<file path="config.mk">
export PLATFORM = sky130hd
export DESIGN_NAME = card_host
export DESIGN_NICKNAME = d
export VERILOG_FILES = /design/src/logic/card_host.v /design/src/logic/cycle_timer.v
export VERILOG_INCLUDE_DIRS = /design/src /design/src/logic
export SDC_FILE = /design/constraint.sdc
export NUM_CORES = 1
export LEC_CHECK = 0
export ABC_AREA = 1
export BUFFER_PORTS_ARGS = -buffer_cell sky130_fd_sc_hd__buf_2
export CAP_MARGIN = 15
export CORE_UTILIZATION = 56
export CTS_BUF_LIST = sky130_fd_sc_hd__clkbuf_4 sky130_fd_sc_hd__clkbuf_8
export DETAILED_ROUTE_END_ITERATION = 8
export PLACE_DENSITY = 0.83
export SLEW_MARGIN = 20
export SYNTH_ARGS = -nofsm -noshare
export SYNTH_HDL_FRONTEND = slang
export SYNTH_SLANG_ARGS = --single-unit
</file>
<file path="constraint.sdc">
create_clock -name sys_clk -period 2.19 [get_ports sys_clk]
set_input_delay 0.219 -clock sys_clk [delete_from_list [all_inputs] [get_ports sys_clk]]
set_output_delay 0.219 -clock sys_clk [all_outputs]
set_load 0.1 [all_outputs]
</file>
<file path="src/logic/card_port_map.vh">
`ifndef CARD_PORT_MAP_VH
`define CARD_PORT_MAP_VH
// ****************************************************
// Timing figures at the 250 MHz system clock.
// ****************************************************
`define CLK_PERIOD_NS 4
`define MAIN_CYCLE_NS 150
`define MAIN_WE_PULSE_NS 80
`define MAIN_SETUP_NS 20
`define MAIN_RECOVERY_NS 20
`define ATTR_CYCLE_NS 300
`define ATTR_SETUP_NS 40
`define ATTR_WE_PULSE_NS 170
`define ATTR_HOLD_NS 40
`define ATTR_LOAD_WINDOW_NS 30000
`define ATTR_PROGRAM_NS 10000000
// Whole nanoseconds keep the ten millisecond figure inside 32-bit arithmetic.
`define CYC_MIN(ns) (((ns) + `CLK_PERIOD_NS - 1) / `CLK_PERIOD_NS)
`define CYC_MAX(ns) ((ns) / `CLK_PERIOD_NS)
// Cycles lost between the window's last edge and the falling write enable.
`define PAGE_MARGIN_CYC 3
// ****************************************************
// Access kinds and widths.
// ****************************************************
`define ADDR_W 22
`define PAGE_BYTES 32
`define PAGE_LO 6
`define PAGE_HI 13
`define SIZE_WORD 2'h0
`define SIZE_EVEN_BYTE 2'h1
`define SIZE_ODD_HIGH 2'h2
`define BATT_GOOD 2'h3
`define BATT_REPLACE 2'h2
`define BATT_LOST 2'h0
`endif

</file>
<file path="src/logic/card_host.v">
`include "card_port_map.vh"
module card_host #(
	parameter LOAD_WINDOW_CYC = `CYC_MAX(`ATTR_LOAD_WINDOW_NS),
	parameter PROGRAM_CYC = `CYC_MIN(`ATTR_PROGRAM_NS),
	parameter TW = 24
) (
	// Clock and reset.
	input wire sys_clk,
	input wire nrst,
	// Request side.
	input wire req_valid,
	output wire req_ready,
	input wire req_write,
	input wire req_attr,
	input wire req_page_more,
	input wire [1:0] req_size,
	input wire [`ADDR_W-1:0] req_addr,
	input wire [15:0] req_wdata,
	// Answer side.
	output reg rsp_valid,
	output reg [15:0] rsp_rdata,
	output reg rsp_refused,
	output reg attr_busy,
	output reg protected_q,
	output reg [1:0] battery_q,
	// Card pins.
	output reg [`ADDR_W-1:0] card_addr,
	output reg attr_select_n,
	output reg low_byte_enable_n,
	output reg high_byte_enable_n,
	output reg output_enable_n,
	output reg write_enable_n,
	output reg [15:0] card_dout,
	output reg card_doe_n,
	input wire [15:0] card_din,
	input wire write_protect,
	input wire battery_status_first,
	input wire battery_status_second
);
	// ****************************************************
	// States, one-hot.
	// ****************************************************
	localparam S_IDLE = 6'h01;
	localparam S_SETUP = 6'h02;
	localparam S_STROBE = 6'h04;
	localparam S_RECOVER = 6'h08;
	localparam S_PAGE = 6'h10;
	localparam S_PROGRAM = 6'h20;

	reg [5:0] state_q;
	reg write_q, attr_q, more_q;
	reg [1:0] size_q;
	reg [5:0] page_count_q;
	reg [TW-1:0] tval;
	reg tload;
	wire tdone;

	cycle_timer #(.W(TW)) u_timer (
		.sys_clk(sys_clk),
		.nrst(nrst),
		.load(tload),
		.value(tval),
		.done(tdone)
	);

	// Converts a figure for this access kind to a timer load value.
	function [TW-1:0] phase_cyc;
		input integer cyc;
		begin
			phase_cyc = (cyc < 1) ? {{(TW-1){1'b0}}, 1'b1} : cyc[TW-1:0];
		end
	endfunction

	// A new request may be taken in idle, or in the page window for a following attribute byte.
	wire page_ok = (state_q == S_PAGE) && req_attr && req_write &&
		(req_addr[`PAGE_HI:`PAGE_LO] == card_addr[`PAGE_HI:`PAGE_LO]) &&
		(page_count_q < `PAGE_BYTES);
	assign req_ready = (state_q == S_IDLE) || page_ok;
	wire take = req_valid && req_ready;
	wire reject = req_write && write_protect;

	// ****************************************************
	// Sequencer.
	// ****************************************************
	always @* begin
		tload = 1'b0;
		tval = {TW{1'b0}};
		case (state_q)
			S_IDLE, S_PAGE: begin
				if (take && !reject) begin
					tload = 1'b1;
					tval = phase_cyc(req_attr ? `CYC_MIN(`ATTR_SETUP_NS) : `CYC_MIN(`MAIN_SETUP_NS));
				end else if (state_q == S_PAGE && tdone && !take) begin
					// The card starts programming a little after the window closes, so wait that out too.
					tload = 1'b1;
					tval = phase_cyc(PROGRAM_CYC + `CYC_MIN(`ATTR_SETUP_NS) + `PAGE_MARGIN_CYC);
				end
			end
			S_SETUP: begin
				if (tdone) begin
					tload = 1'b1;
					tval = phase_cyc(attr_q ? (write_q ? `CYC_MIN(`ATTR_WE_PULSE_NS) : `CYC_MIN(`ATTR_CYCLE_NS))
						: (write_q ? `CYC_MIN(`MAIN_WE_PULSE_NS) : `CYC_MIN(`MAIN_CYCLE_NS)));
				end
			end
			S_STROBE: begin
				if (tdone) begin
					tload = 1'b1;
					tval = phase_cyc(attr_q ? `CYC_MIN(`ATTR_HOLD_NS) : `CYC_MIN(`MAIN_RECOVERY_NS));
				end
			end
			S_RECOVER: begin
				if (tdone && attr_q && write_q) begin
					tload = 1'b1;
					// The window is shortened so the next write enable falls inside the card's load time.
					tval = more_q ? phase_cyc(LOAD_WINDOW_CYC - `CYC_MIN(`ATTR_HOLD_NS) -
						`CYC_MIN(`ATTR_SETUP_NS) - `PAGE_MARGIN_CYC)
						: phase_cyc(LOAD_WINDOW_CYC + PROGRAM_CYC);
				end
			end
			default: ;
		endcase
	end

	always @(posedge sys_clk or negedge nrst) begin
		if (!nrst) begin
			state_q <= S_IDLE;
			write_q <= 1'b0;
			attr_q <= 1'b0;
			more_q <= 1'b0;
			size_q <= `SIZE_WORD;
			page_count_q <= 6'h00;
			card_addr <= {`ADDR_W{1'b0}};
			attr_select_n <= 1'b1;
			low_byte_enable_n <= 1'b1;
			high_byte_enable_n <= 1'b1;
			output_enable_n <= 1'b1;
			write_enable_n <= 1'b1;
			card_dout <= 16'h0000;
			card_doe_n <= 1'b1;
			rsp_valid <= 1'b0;
			rsp_rdata <= 16'h0000;
			rsp_refused <= 1'b0;
			attr_busy <= 1'b0;
		end else begin
			rsp_valid <= 1'b0;
			rsp_refused <= 1'b0;
			case (state_q)
				S_IDLE, S_PAGE: begin
					if (take && reject) begin
						rsp_valid <= 1'b1;
						rsp_refused <= 1'b1;
					end else if (take) begin
						// Address and data go out before any strobe falls.
						write_q <= req_write;
						attr_q <= req_attr;
						more_q <= req_page_more && (page_count_q < `PAGE_BYTES - 1);
						size_q <= req_attr ? `SIZE_EVEN_BYTE : req_size;
						card_addr <= req_attr ? {req_addr[`ADDR_W-1:1], 1'b0} : req_addr;
						attr_select_n <= !req_attr;
						card_dout <= req_attr ? {8'h00, req_wdata[7:0]} : req_wdata;
						card_doe_n <= !req_write;
						page_count_q <= (state_q == S_PAGE) ? page_count_q + 6'h01 : 6'h01;
						state_q <= S_SETUP;
					end else if (state_q == S_PAGE && tdone) begin
						attr_busy <= 1'b1;
						state_q <= S_PROGRAM;
					end
				end
				S_SETUP: begin
					// Byte enables pick the lane width; write enable falls with them so the overlap bounds the write.
					if (tdone) begin
						low_byte_enable_n <= (size_q == `SIZE_ODD_HIGH);
						high_byte_enable_n <= (size_q != `SIZE_WORD) && (size_q != `SIZE_ODD_HIGH);
						write_enable_n <= !write_q;
						output_enable_n <= write_q;
						state_q <= S_STROBE;
					end
				end
				S_STROBE: begin
					if (tdone) begin
						// Rising write enable latches attribute data; read data sampled at strobe end.
						write_enable_n <= 1'b1;
						output_enable_n <= 1'b1;
						if (!write_q) begin
							case (size_q)
								`SIZE_WORD: rsp_rdata <= attr_q ? {8'h00, card_din[7:0]} : card_din;
								`SIZE_ODD_HIGH: rsp_rdata <= {8'h00, card_din[15:8]};
								default: rsp_rdata <= {8'h00, card_din[7:0]};
							endcase
						end
						state_q <= S_RECOVER;
					end
				end
				S_RECOVER: begin
					if (tdone) begin
						// Dropping both enables floats the card bus.
						low_byte_enable_n <= 1'b1;
						high_byte_enable_n <= 1'b1;
						card_doe_n <= 1'b1;
						rsp_valid <= 1'b1;
						if (attr_q && write_q) begin
							attr_busy <= !more_q;
							state_q <= more_q ? S_PAGE : S_PROGRAM;
						end else begin
							state_q <= S_IDLE;
						end
					end
				end
				S_PROGRAM: begin
					// The card programs on its own; nothing is issued until the window has passed.
					if (tdone) begin
						attr_busy <= 1'b0;
						state_q <= S_IDLE;
					end
				end
				default: state_q <= S_IDLE;
			endcase
		end
	end

	// ****************************************************
	// Card status pins, registered.
	// ****************************************************
	always @(posedge sys_clk or negedge nrst) begin
		if (!nrst) begin
			protected_q <= 1'b0;
			battery_q <= `BATT_LOST;
		end else begin
			protected_q <= write_protect;
			battery_q <= {battery_status_first, battery_status_second};
		end
	end
endmodule

</file>
<file path="src/logic/cycle_timer.v">
`include "card_port_map.vh"
// ****************************************************
// Down counter used to time each phase of a card cycle.
// ****************************************************
module cycle_timer #(
	parameter W = 24
) (
	// Clock and reset.
	input wire sys_clk,
	input wire nrst,
	// Load and status.
	input wire load,
	input wire [W-1:0] value,
	output wire done
);
	reg [W-1:0] count_q;

	// Loading wins over counting so a new phase always starts cleanly.
	always @(posedge sys_clk or negedge nrst) begin
		if (!nrst) begin
			count_q <= {W{1'b0}};
		end else if (load) begin
			count_q <= value;
		end else if (count_q != {W{1'b0}}) begin
			count_q <= count_q - {{(W-1){1'b0}}, 1'b1};
		end
	end

	// Done does not look at load, so a load made on done cannot form a loop.
	assign done = (count_q == {W{1'b0}});
endmodule

</file>
## Yosys cells after proc, flatten, opt, wreduce, memory -nomap -nowiden

Index checks and enable logic that the tools add are counted.

- Bits of input ports: 65
- Output and inout bits: 67
- Bits in registers: 107
- Word-level logic and storage cells: 149

- Equality and inequality tests: 19
- Bitwise gates (word level): 2
- Reductions and logical operators: 40
- Mux-type cells: 60
- Add/subtract/negate cells: 2
- $lt $le $gt $ge: 5

Operators with widths:

| operator | number |
|---|---|
| 22-bit 2-to-1 mux | 4 |
| 22-bit one-hot mux with 4 select lines | 1 |
| 6-bit 2-to-1 mux | 11 |
| 24-bit 2-to-1 mux | 2 |
| 16-bit 2-to-1 mux | 2 |
| 16-bit one-hot mux with 2 select lines | 1 |
| 6-bit one-hot mux with 5 select lines | 1 |
| 7-bit 2-to-1 mux | 4 |
| 24-bit zero test | 1 |
| 24-bit nonzero test | 1 |
| 24-bit by 1-bit subtractor with 24-bit output, second input constant | 1 |
| 1-bit 2-to-1 mux | 20 |
| 4-bit 2-to-1 mux | 5 |
| 2-bit != test, second input constant | 10 |
| 1-bit logical AND | 15 |
| 1-bit one-hot mux with 2 select lines | 6 |
| 3-bit AND reduction | 4 |
| 2-bit nonzero test | 5 |
| 8-bit == test | 1 |
| 4-bit by 1-bit less-than comparator with 1-bit output, second input constant | 2 |
| 7-bit by 1-bit less-than comparator with 1-bit output, second input constant | 1 |
| 7-bit AND reduction | 1 |
| 6-bit by 1-bit adder with 6-bit output, second input constant | 1 |
| 6-bit by 1-bit == test with 1-bit output, second input constant | 1 |
| 19 further kinds | 27 |

## Depth between registers and ports, before layout

Gate-level depths: netlist of run 1.

- Depth in word-level cells: 13
- Depth in mapped cells: 15
- Gate-level depth less buffers: 14

## Cells and area by module

Synthesis of run 1 repeated with hierarchy kept, for this count alone.

- Cells, all modules: 719
- Area, all modules: 5,592.9 um^2

Modules (own cells, without submodules):

| module | cells an instance | seq. area each (um^2) | instances | area each (um^2) |
|---|---|---|---|---|
| card_host | 465 | 2,085.8 | 1 | 3,942.5 |
| cycle_timer | 254 | 600.6 | 1 | 1,650.3 |

## Worst setup path after synthesis of run 1

No wires, ideal clock.

- Kind: register to register
- Start point: register card_addr[11]
- End point: register card_addr[1]
- Arrival: 2,339 ps
- Setup slack: -268 ps
- Cell stages (with the launch flop): 11
- Data required time: 2,070 ps
- Cell sequence: dfrtp_1 > xnor2_1 > nand2_1 > nor2_1 > nand3_2 > nand2_4 > nand3_4 > buf_4 > buf_2 > nand2_1 > nand2_1

- Word-level cells in the longest chain between the ends: 8

RTL lines:

| what | line | RTL |
|---|---|---|
| from (decl) | card_host.v:27 | `` output reg [`ADDR_W-1:0] card_addr, `` |
| from (signal assigned) | card_host.v:133 | `` card_addr <= {`ADDR_W{1'b0}}; `` |
| from (signal assigned) | card_host.v:159 | `` card_addr <= req_attr ? {req_addr[`ADDR_W-1:1], 1'b0} : req_addr; `` |
| 8-bit == test * | card_host.v:76 | `` (req_addr[`PAGE_HI:`PAGE_LO] == card_addr[`PAGE_HI:`PAGE_LO]) && `` |
| 1-bit logical AND * (2 in a row) | card_host.v:75 | `wire page_ok = (state_q == S_PAGE) && req_attr && req_write &&` |
| 1-bit logical OR * | card_host.v:78 | `assign req_ready = (state_q == S_IDLE) \|\| page_ok;` |
| via req_ready | card_host.v:12 | `output wire req_ready,` |
| 1-bit logical AND * | card_host.v:79 | `wire take = req_valid && req_ready;` |
| 1-bit logical AND | card_host.v:150 | `if (take && reject) begin` |
| 1-bit inverter (no source line) | - |  |
| 3-bit AND reduction (no source line) * | - |  |

Mark *: on every way through the listed nets, which the timed path passes. The rest lies on a longest branch.
A chain may end at the register's enable or synchronous reset.

## Worst setup path in the final report of run 1

- Start point: register state_q[4]
- End point: output port req_ready

- Word-level cells in the longest chain between the ends: 6
- Elaborated cells between the ends (all ways): 7
- Those cells by class: 2 x eq/ne; 5 x reduce/logical

RTL lines:

| what | line | RTL |
|---|---|---|
| from (decl) | card_host.v:50 | `reg [5:0] state_q;` |
| from (signal assigned) | card_host.v:204 | `state_q <= more_q ? S_PAGE : S_PROGRAM;` |
| 6-bit by 5-bit == test with 1-bit output | - |  |
| 1-bit logical AND (4 in a row) | card_host.v:75 |  |
| 1-bit logical OR * | card_host.v:78 |  |
| to (decl) | card_host.v:12 |  |

Every way passes the cells marked *; elsewhere a longest branch is shown, timed or not.

==> key figures, run 1 <==
Worst hold path
  • Type of the most critical hold path: in2reg
  • Hold Path Origin: req_wdata[0]

Worst setup path
  • Reg2reg start: u_timer.count_q[0]
  • Startpoint Class: flop
  • CP Capture Type: output pin
  • Slowest cell on the critical path: dfrtp_1
  • Crit Path Max Fanout: 7
  • Critical Path RT: 1970 ps
  • R2R setup slack: 170 ps
  • Critical-path cell list: nor2_1 -> nand4_1 -> nand2_4 -> buf_4
  • Delay of the slowest critical-path stage: 420 ps
  • Kind of critical path: reg2out
  • Worst setup startpoint: state_q[4]
  • Crit path DAT: 1880 ps

Die
  • Die Span Y: 101.5 um
  • Core area: 9415 um2
  • Die area: 10310 um2
  • IO Count: 132
  • Die X: 101.5 um
  • Starting density of the core: 58.91%
  • Rows: 35

Run status
  • Outcome: completed

Global route
  • Remaining Overflow, GRT: 0
  • Overall Global Routing Usage: 27.97%
  • Largest net degree at the start of global routing: 47
  • First-pass GRT wire length: 22.43 mm
  • Initial antenna violation count: 0
  • Vias in the first global route: 4902

Place
  • Post-DP HPWL: 10.06 mm
  • # port buffers: 131
  • Placed cell areas: 6395 um2
  • GPL Wtd Cong: 0.9380

Power
  • Switching power total: 6.146 mW
  • Comb pwr share: 57.5%
  • P_int: 4.843 mW
  • Pwr Density: 1638 nW/um2
  • Sequential Power Share: 29.1%
  • Clock power share: 13.4%
  • Final Total Pwr: 10.99 mW
  • Leak Pwr: 3.570 nW
  • Peak VDD IR: 1394 uV
  • Switching Fraction: 55.93%

Finish
  • Number of fill cells: 771
  • Antenna diodes: 0
  • Layout cells sized above 1: 26.39%
  • Design area: 6710 um2
  • Post-Route Utilization: 71.27%
  • Area growth, synth to finish: 20.98%
  • Post-layout nets: 898

Clocking
  • Clock Latency Late Sink: 380 ps
  • Number of buffers created by CTS: 9
  • Root Buffer: clkbuf_8
  • CTS tree: built
  • Clk slew on worst S/H paths: 110 ps
  • # H-tree levels: 3
  • Max clock buf depth: 2
  • Num Clock Sinks: 107

Flow run
  • Max-Cap Viols: 0

Timing
  • Fmax: 477.2 MHz
  • Final period util: 95.68%
  • Final slew viol count: 0
  • Worst Tran Pin Value: 610.3 ps
  • Setup violations, final: 0
  • Clock skew: 12.46 ps
  • Slew headroom: 59.31%
  • Fin. Hold Viols: 0
  • Fin crit period: 2095 ps

Routing
  • Drt via density: 5.274
  • Post-Route WL: 13.44 mm
  • Remaining DRCs: 0
  • Post-DRT Antenna Nets: 0
  • First-pass detailed-route iteration total: 5
  • First DRT Iteration DRCs: 277
  • Via count: 5058
  • Avg WL per Cell: 14.02 um

Synth
  • Mapped cell area: 5547 um2
  • Area leader, netlist: dfrtp_1
  • FF+latch count, synth: 107
  • Yosys warns: 0
  • Async SR Flop Fraction: 100.0%
  • Number of synthesized flops with an enable pin: 0
  • Sequential element share of the synthesized area: 48.43%
  • Main synth FF type: dfrtp_1
  • Cell count after synthesis: 680
  • Post-Syn Area per Cell: 8.157 um2
  • Post-Syn Nets: 753
  • Post-synth cell types: 40
  • Largest cells by area after synthesis: dfrtp_1 45%, nand2_1 14%, inv_1 5.0%
  • Post-synth top area share: 45.12%
## registers in the layout, indices dropped and copies added, names as in the netlist, 2 cells and up
name / count
u_timer.count_q: 24
card_addr: 22
card_dout: 16
rsp_rdata: 16
page_count_q: 6
state_q: 6
battery_q: 2
size_q: 2
## layout by cell type, fill, tap and decap left out, drive strengths merged, types with 4 or more instances in the layout
| cell | count |
|---|---|
| or2 | 4 |
| o21ai | 54 |
| dfrtp | 100 |
| nor2 | 63 |
| ha | 8 |
| xor2 | 16 |
| clkbuf | 9 |
| mux2i | 7 |
| inv | 78 |
| dlygate4sd3 | 4 |
| nor3 | 12 |
| xnor2 | 7 |
| nand3 | 47 |
| nand2 | 215 |
| a21oi | 18 |
| buf | 148 |
| nand4 | 12 |
| dfstp | 7 |
## cell type report
class                      count  area [um2]  share of cell area [%]
sequential                   107        2696                   40.18
multi-input combinational    478        2475                   36.88
timing repair buffer         152       840.8                   12.53
inverter                      77       290.3                   4.326
tap                          129       161.4                   2.405
clock buffer                   9       123.9                   1.846
clock inverter                 7       122.6                   1.827
## power groups by stage
| stage | combinational (mW) | clock, mW | sequential [mW] |
|---|---|---|---|
| final | 6.32 | 1.47 | 3.19 |
| after global routing | 6.78 | 1.58 | 3.27 |
| after CTS | 6.28 | 1.51 | 3.18 |
| after detailed placement | 6.25 | 0 | 3.20 |
| after global placement | 6.15 | 0 | 3.17 |
| after floorplan | 2.50 | 0 | 5.79 |
## logic make-up (layout without fill, tap and decap cells)
group | Yosys count | in the layout | synth area share, %
fa+ha+maj | 8 | 8 | 1.805
xor+xnor | 23 | 23 | 3.632
simple gates | 356 | 356 | 29.53
compound gates | 84 | 84 | 8.211
mux | 7 | 7 | 1.263
flops | 107 | 107 | 48.43
buf+inv | 95 | 245 | 7.128
## timing repair
action,4_1_cts,5_1_grt
pin swaps,0,1
resized for setup,1,6
hold buffers,4,0
setup endpoints to repair,1,47
buffers inserted,0,2
hold endpoints to repair,43,0
## worst paths after layout
path	to	cells past startpoint
min reg2reg	attr_select_n	2
min	card_dout[0]	3
max	req_ready	4
max reg2reg	u_timer.count_q[12]	13
min in group asynchronous	card_dout[15]	2
max in group asynchronous	card_addr[11]	3
## cell usage after synthesis (all sizes together), types with 3 or more instances
| cell | number |
|---|---|
| or2 | 4 |
| nand3 | 47 |
| dfrtp | 100 |
| nand4 | 12 |
| mux2i | 7 |
| a21oi | 18 |
| xor2 | 16 |
| dfstp | 7 |
| inv | 77 |
| o211ai | 3 |
| xnor2 | 7 |
| buf | 12 |
| nor3 | 12 |
| ha | 8 |
| nor2 | 63 |
| clkbuf | 6 |
| nand2 | 215 |
| o21ai | 54 |
## layer usage
layer | part of all wire, % | track usage (%)
met2 | 50 | 48.86
met5 | 0 | 0
met4 | 1.9 | 8.919
met1 | 42 | 35.12
met3 | 5.8 | 5.176
## per-stage QoR
stage / setup WS (ps) / setup TNS (ps) / hold WS (ps) / instances
floorplan: 10.56 / 0 / -76.59 / 680
global placement: 227.7 / 0 / 259.6 / 937
detailed placement: 82.38 / 0 / 263.0 / 937
CTS: 42.99 / 0 / 13.77 / 957
global route: -47.79 / -166.4 / 12.03 / 959
finish: 94.55 / 0 / 32.94 / 959
## worst max-delay path: cells and delay by family (launching register included)
| kind | cells | cell delay, ps |
|---|---|---|
| buf+inv | 1 | 330 |
| simple gates | 3 | 750 |
| flops | 1 | 420 |
Power figures use the tool's default switching activity.
==> inputs of run 2 (changes only) <==
--- a/config.mk
+++ b/config.mk
@@ -9,10 +9,13 @@
 export ABC_AREA = 1
 export BUFFER_PORTS_ARGS = -buffer_cell sky130_fd_sc_hd__buf_2
 export CAP_MARGIN = 15
-export CORE_UTILIZATION = 56
+export CELL_PAD_IN_SITES_DETAIL_PLACEMENT = 0
+export CELL_PAD_IN_SITES_GLOBAL_PLACEMENT = 2
+export CORE_UTILIZATION = 32
 export CTS_BUF_LIST = sky130_fd_sc_hd__clkbuf_4 sky130_fd_sc_hd__clkbuf_8
 export DETAILED_ROUTE_END_ITERATION = 8
-export PLACE_DENSITY = 0.83
+export PLACE_DENSITY_LB_ADDON = 0.1
+export SKIP_CTS_REPAIR_TIMING = 1
 export SLEW_MARGIN = 20
 export SYNTH_ARGS = -nofsm -noshare
 export SYNTH_HDL_FRONTEND = slang
==> run 2 against run 1 <==
  * The run now ends with hold timing left
  * Maximum frequency rose by 0.39%
  * Via count fell by 3.7%
  * Critical path type unchanged
  * Global-route usage fell by 10 points
  * Sequential cell count did not move
  * Utilization fell by 30 points
  * Die area rose by 73%
  * Critical endpoint unchanged
  * Highest routed layer unchanged
==> key figures, run 2 (synthesis results as in run 1) <==
Clocking
  • Number of buffers created by CTS: 9 (unchanged)
  • Root Buffer: clkbuf_8
  • # H-tree levels: 3 (unchanged)
  • Num Clock Sinks: 107 (unchanged)
  • Max clock buf depth: 2 (unchanged)
  • Clock Latency Late Sink: 400 ps (+20 ps)
  • CTS tree: built
  • Clk slew on worst S/H paths: 120 ps (about the same)

Routing
  • Via count: 4869 (-3.7%)
  • First-pass detailed-route iteration total: 4 (-1)
  • Post-DRT Antenna Nets: 0 (unchanged)
  • Remaining DRCs: 0 (unchanged)
  • Avg WL per Cell: 14.16 um (+0.99%)
  • First DRT Iteration DRCs: 252 (-9.0%)
  • Post-Route WL: 15.09 mm (+12%)
  • Drt via density: 4.568 (-13%)

Worst hold path
  • Type of the most critical hold path: in2reg
  • WHS Endpoint: card_addr[3]
  • Hold depth: 3 (unchanged)
  • Hold Path Origin: req_addr[3]

Die
  • Starting density of the core: 33.09% (-26 points)
  • Die X: 133.7 um (+32%)
  • Core area: 16760 um2 (+78%)
  • Die area: 17860 um2 (+73%)
  • Rows: 47 (+34%)
  • IO Count: 132 (unchanged)
  • Die Span Y: 133.7 um (+32%)

Finish
  • Number of fill cells: 1763 (+130%)
  • Most frequent cells in the layout: 209 x nand2_1, 129 x buf_2, 92 x dfrtp_1, 73 x inv_1, 49 x o21ai_0
  • Max reg flops: 24 (unchanged)
  • Design area: 6930 um2 (+3.3%)
  • Register area: 2696 um2 (unchanged)
  • Most common cell after layout, fill and taps aside: nand2_1
  • Post-layout nets: 914 (+1.8%)
  • Antenna diodes: 0 (unchanged)
  • Area growth, synth to finish: 24.95%
  • Largest regs: u_timer.count_q (24), card_addr (22)
  • Layout cells sized above 1: 26.95% (+0.56 points)
  • Area of the multi-input gates: 2472 um2 (-0.10%)
  • Largest Register: u_timer.count_q

Timing
  • TNS Setup: 0 ps (unchanged)
  • Fin. Hold Viols: 1 (+1)
  • Setup violations, final: 0 (unchanged)
  • Final period util: 95.31% (-0.37 points)
  • Clock skew: 17.27 ps (+4.802 ps)
  • Fmax: 479.1 MHz (+0.39%)
  • Worst Tran Pin Value: 505.5 ps (-104.8 ps)
  • Slew headroom: 66.53% (+7.2 points)
  • RSZ-0062 raised after global routing: false
  • Final slew viol count: 0 (unchanged)
  • Hold slack final: -0.2619 ps (-33.20 ps)
  • Final worst slack: 102.6 ps (+8.077 ps)
  • Fin crit period: 2087 ps (-8.077 ps)

Power
  • P_int: 4.664 mW (-3.7%)
  • Clock power share: 12.5% (-0.9 points)
  • Leak Pwr: 3.632 nW (+1.7%)
  • Pwr Density: 1573 nW/um2 (-3.9%)
  • Sequential Power Share: 29.1% (about the same)
  • Switching power total: 6.239 mW (+1.5%)
  • Switching Fraction: 57.22% (+1.3 points)
  • Peak VDD IR: 1096 uV (-21%)
  • Final Total Pwr: 10.90 mW (-0.79%)
  • Comb pwr share: 58.4% (+0.9 points)

Worst setup path
  • Delay of the slowest critical-path stage: 420 ps (about the same)
  • R2R setup slack: 160 ps (about the same)
  • R2r endpoint: u_timer.count_q[2]
  • R2R depth: 12 (-1)
  • Crit Path Max Fanout: 7 (unchanged)
  • Reg2reg start: u_timer.count_q[0]
  • Crit path DAT: 1870 ps (about the same)
  • Slowest cell on the critical path: dfrtp_1
  • CP Capture Type: output pin
  • Startpoint Class: flop
  • Crit path max-delay family: simple AND/OR/NAND/NOR gates
  • Critical Path RT: 1970 ps (about the same)
  • Bufs and invs on worst path: 1 (unchanged)
  • Kind of critical path: reg2out
  • Critical-path cell list: nor2_1 -> nand4_1 -> nand2_4 -> buf_4

Place
  • Placed cell areas: 6554 um2 (+2.5%)
  • # port buffers: 131 (unchanged)
  • Post-DP HPWL: 11.40 mm (+13%)
  • Place WS: 25.25 ps (-57.13 ps)
  • GPL Wtd Cong: 0.8605 (-8.3%)

Global route
  • Vias in the first global route: 4821 (-1.7%)
  • Remaining Overflow, GRT: 0 (unchanged)
  • Initial antenna violation count: 0 (unchanged)
  • First-pass GRT wire length: 24.48 mm (+9.1%)
  • Largest net degree at the start of global routing: 68 (+45%)
  • Overall Global Routing Usage: 17.56% (-10 points)

Flow run
  • Max-Cap Viols: 0 (unchanged)

Run status
  • Failing checks: hold timing
  • Outcome: complete, but fails checks
-- run 2: worst max-delay path by stage --
stage                                   from                  to  slack (ps)  cells past startpoint
final                             state_q[5]           req_ready         100                      4
after global routing              state_q[5]           req_ready           2                      4
after CTS                         state_q[3]           req_ready         -70                      6
after detailed placement  u_timer.count_q[0]  u_timer.count_q[5]          30                     13
after global placement            state_q[4]       card_addr[11]         110                      8
after floorplan                card_addr[11]        card_addr[1]          10                     10
-- run 2: through the flow --
step | hold slack [ps] | cells | utilization, %
2_1_floorplan | -76.59 | 680 | -
3_3_place_gp | 116.2 | 1034 | 39.10
3_5_place_dp | 109.0 | 1034 | 39.10
4_1_cts | -341.7 | 1050 | 40.40
5_1_grt | -2.472 | 1066 | 41.35
6_report | -0.2619 | 1066 | 41.35
-- run 2: worst min-delay path: stages --
cell and delay (ps):
buf_2 70, nand2_1 40, nand2_1 40
-- run 2: power groups by stage --
stage	combinational, mW	sequential (mW)	clock [mW]
after floorplan	2.50	5.79	0
after global routing	6.85	3.27	1.49
final	6.37	3.18	1.36
after detailed placement	6.34	3.21	0
after global placement	6.34	3.19	0
after CTS	6.35	3.18	1.41
-- run 2: routing by layer --
layer	wire [um]	up-vias	global-route usage [%]
met3	578	13	2.664
met5	0	-	0
met1	6677	2274	21.70
li1	-	2484	-
met2	7606	98	30.70
met4	229	0	6.755
-- run 2: final cells by class --
class | count | share of cell area (%)
Multi-Input combinational cell | 478 | 35.67
Inverter | 77 | 4.188
Tap cell | 220 | 3.972
Timing Repair Buffer | 168 | 14.12
Sequential cell | 107 | 38.91
Clock buffer | 9 | 1.787
Clock inverter | 7 | 1.354
==> inputs of run 3 (changes only) <==
==> constraint.sdc (replaced) <==
create_clock -name sys_clk -period 2.19 [get_ports sys_clk]
set_input_delay 0.438 -clock sys_clk [delete_from_list [all_inputs] [get_ports sys_clk]]
set_output_delay 0.438 -clock sys_clk [all_outputs]
set_load 0.1 [all_outputs]
==> run 3 against run 2 <==
  * The flow now finishes without violations
  * Die area unchanged
  * Combinational power rose by 3%
  * Via count down 0.41%
  * Maximum frequency rose by 1.5%
  * Total power about the same
  * Design area down 0.85%
  * Critical path depth is the same
  * Clock skew increased by 1.4 ps
  * Critical path type unchanged
  * Critical endpoint unchanged
  * Highest routed layer unchanged
==> key figures, run 3 (synthesis results as in run 1) <==
Run status
  • Outcome: completed

Place
  • GPL Wtd Cong: 0.7855 (-8.7%)
  • Post-DP HPWL: 11.17 mm (-2.0%)
  • # port buffers: 131 (unchanged)

Die
  • Core area: 16760 um2 (unchanged)
  • Die Span Y: 133.7 um (unchanged)
  • Die X: 133.7 um (unchanged)
  • Rows: 47 (unchanged)
  • Starting density of the core: 33.09% (unchanged)
  • Die area: 17860 um2 (unchanged)
  • IO Count: 132 (unchanged)

Timing
  • Setup violations, final: 0 (unchanged)
  • Worst Tran Pin Value: 585.7 ps (+80.21 ps)
  • Final slew viol count: 0 (unchanged)
  • Final period util: 93.95% (-1.4 points)
  • Fin crit period: 2057 ps (-29.89 ps)
  • Fmax: 486.0 MHz (+1.5%)
  • RSZ-0062 raised after global routing: false
  • Slew headroom: 60.95% (-5.6 points)
  • Fin. Hold Viols: 0 (-1)
  • Clock skew: 18.70 ps (+1.437 ps)
  • TNS Setup: 0 ps (unchanged)

Routing
  • Avg WL per Cell: 14.07 um (-0.62%)
  • Remaining DRCs: 0 (unchanged)
  • First DRT Iteration DRCs: 184 (-27%)
  • First-pass detailed-route iteration total: 4 (unchanged)
  • Post-Route WL: 14.94 mm (-0.99%)
  • Post-DRT Antenna Nets: 0 (unchanged)
  • Drt via density: 4.566 (about the same)
  • Via count: 4849 (-0.41%)

Worst setup path
  • Crit path max-delay family: simple AND/OR/NAND/NOR gates
  • CP Capture Type: output pin
  • Critical Path RT: 1750 ps (-220 ps)
  • Crit path DAT: 1620 ps (-250 ps)
  • Slowest cell on the critical path: dfrtp_1
  • Crit Path Max Fanout: 5 (-2)
  • Bufs and invs on worst path: 1 (unchanged)
  • Critical-path cell list: nor2_4 -> nand4_1 -> nand2_4 -> buf_12
  • Delay of the slowest critical-path stage: 440 ps (+20 ps)
  • Startpoint Class: flop
  • Kind of critical path: reg2out

Finish
  • Number of fill cells: 1740 (-1.3%)
  • Largest regs: u_timer.count_q (24), card_addr (22)
  • Layout cells sized above 1: 28.03% (+1.1 points)
  • Antenna diodes: 0 (unchanged)
  • Area growth, synth to finish: 23.89%
  • Post-layout nets: 910 (-0.44%)
  • Most common cell after layout, fill and taps aside: nand2_1
  • Max reg flops: 24 (unchanged)
  • Post-Route Utilization: 41.00% (-0.35 points)
  • Most frequent cells in the layout: 209 x nand2_1, 129 x buf_2, 92 x dfrtp_1, 73 x inv_1, 50 x o21ai_0
  • Largest Register: u_timer.count_q

Clocking
  • Clk slew on worst S/H paths: 110 ps (about the same)
  • Number of buffers created by CTS: 9 (unchanged)
  • Max clock buf depth: 2 (unchanged)
  • Root Buffer: clkbuf_8
  • CTS tree: built
  • Num Clock Sinks: 107 (unchanged)
  • Clock Latency Late Sink: 390 ps (about the same)
  • # H-tree levels: 3 (unchanged)

Global route
  • Vias in the first global route: 4842 (+0.44%)
  • Largest net degree at the start of global routing: 108 (+59%)
  • Initial antenna violation count: 0 (unchanged)
  • Remaining Overflow, GRT: 0 (unchanged)
  • Overall Global Routing Usage: 17.29% (-0.27 points)
  • First-pass GRT wire length: 24.26 mm (-0.90%)

Power
  • Leak Pwr: 3.622 nW (-0.26%)
  • Pwr Density: 1586 nW/um2 (+0.83%)
  • Peak VDD IR: 870.0 uV (-21%)

Worst hold path
  • Type of the most critical hold path: in2async

Flow run
  • Max-Cap Viols: 0 (unchanged)
## run 3: cell types whose count changed in the layout (fill, tap and decap cells not counted), sizes merged
cell         delta
inv             +2
dlygate4sd3    -11
clkinv          -2
buf             +6
nand3           +1
bufinv          -1
clkbuf          +1
## run 3: area by class of cell
class / instances / area (um2) / area share (%)
flip-flops and latches: 107 / 2696 / 39.24
clock buffers: 10 / 131.4 / 1.912
clock inverters: 6 / 56.30 / 0.8194
inverters: 77 / 289.0 / 4.206
repair buffers: 163 / 925.9 / 13.47
well taps: 220 / 275.3 / 4.006
multi-input cells: 479 / 2497 / 36.34
## run 3: per-stage QoR
step | hold WS [ps] | power, mW | cell area, um2 | std cells | setup slack (ps)
5_1_grt | 109.4 | 11.61 | 6872 | 1062 | 5.526
6_report | 119.8 | 10.90 | 6872 | 1062 | 132.5
4_1_cts | 117.2 | 10.95 | 6817 | 1058 | 34.40
2_1_floorplan | 142.4 | 8.291 | 5557 | 680 | 10.56
3_5_place_dp | 462.1 | 9.692 | 6629 | 1042 | 7.607
3_3_place_gp | 454.5 | 9.670 | 6629 | 1042 | 2.756
## run 3: where the power goes
group          switching (mW)  internal [mW]
logic                    4.98           1.55
clock network           0.745          0.454
registers               0.506           2.67
total                    6.23           4.67
## run 3: worst paths after layout
path | start | endpoint | slack (ps) | cells past startpoint
hold / removal | nrst | card_addr[0] | 120 | 2
hold reg to reg | attr_select_n | attr_select_n | 480 | 2
max in group asynchronous | nrst | card_addr[12] | 1630 | 2
setup / recovery | state_q[3] | req_ready | 130 | 4
setup reg to reg | state_q[3] | u_timer.count_q[13] | 190 | 9
min in group sys_clk | battery_status_first | battery_q[1] | 140 | 1
## run 3: layer usage
| layer | up-vias | GRT usage [%] | wire, um |
|---|---|---|---|
| met5 | - | 0 | 0 |
| met4 | 0 | 5.177 | 185 |
| met3 | 11 | 2.968 | 610 |
| met2 | 102 | 29.95 | 7323 |
| met1 | 2253 | 21.95 | 6823 |
| li1 | 2483 | - | - |
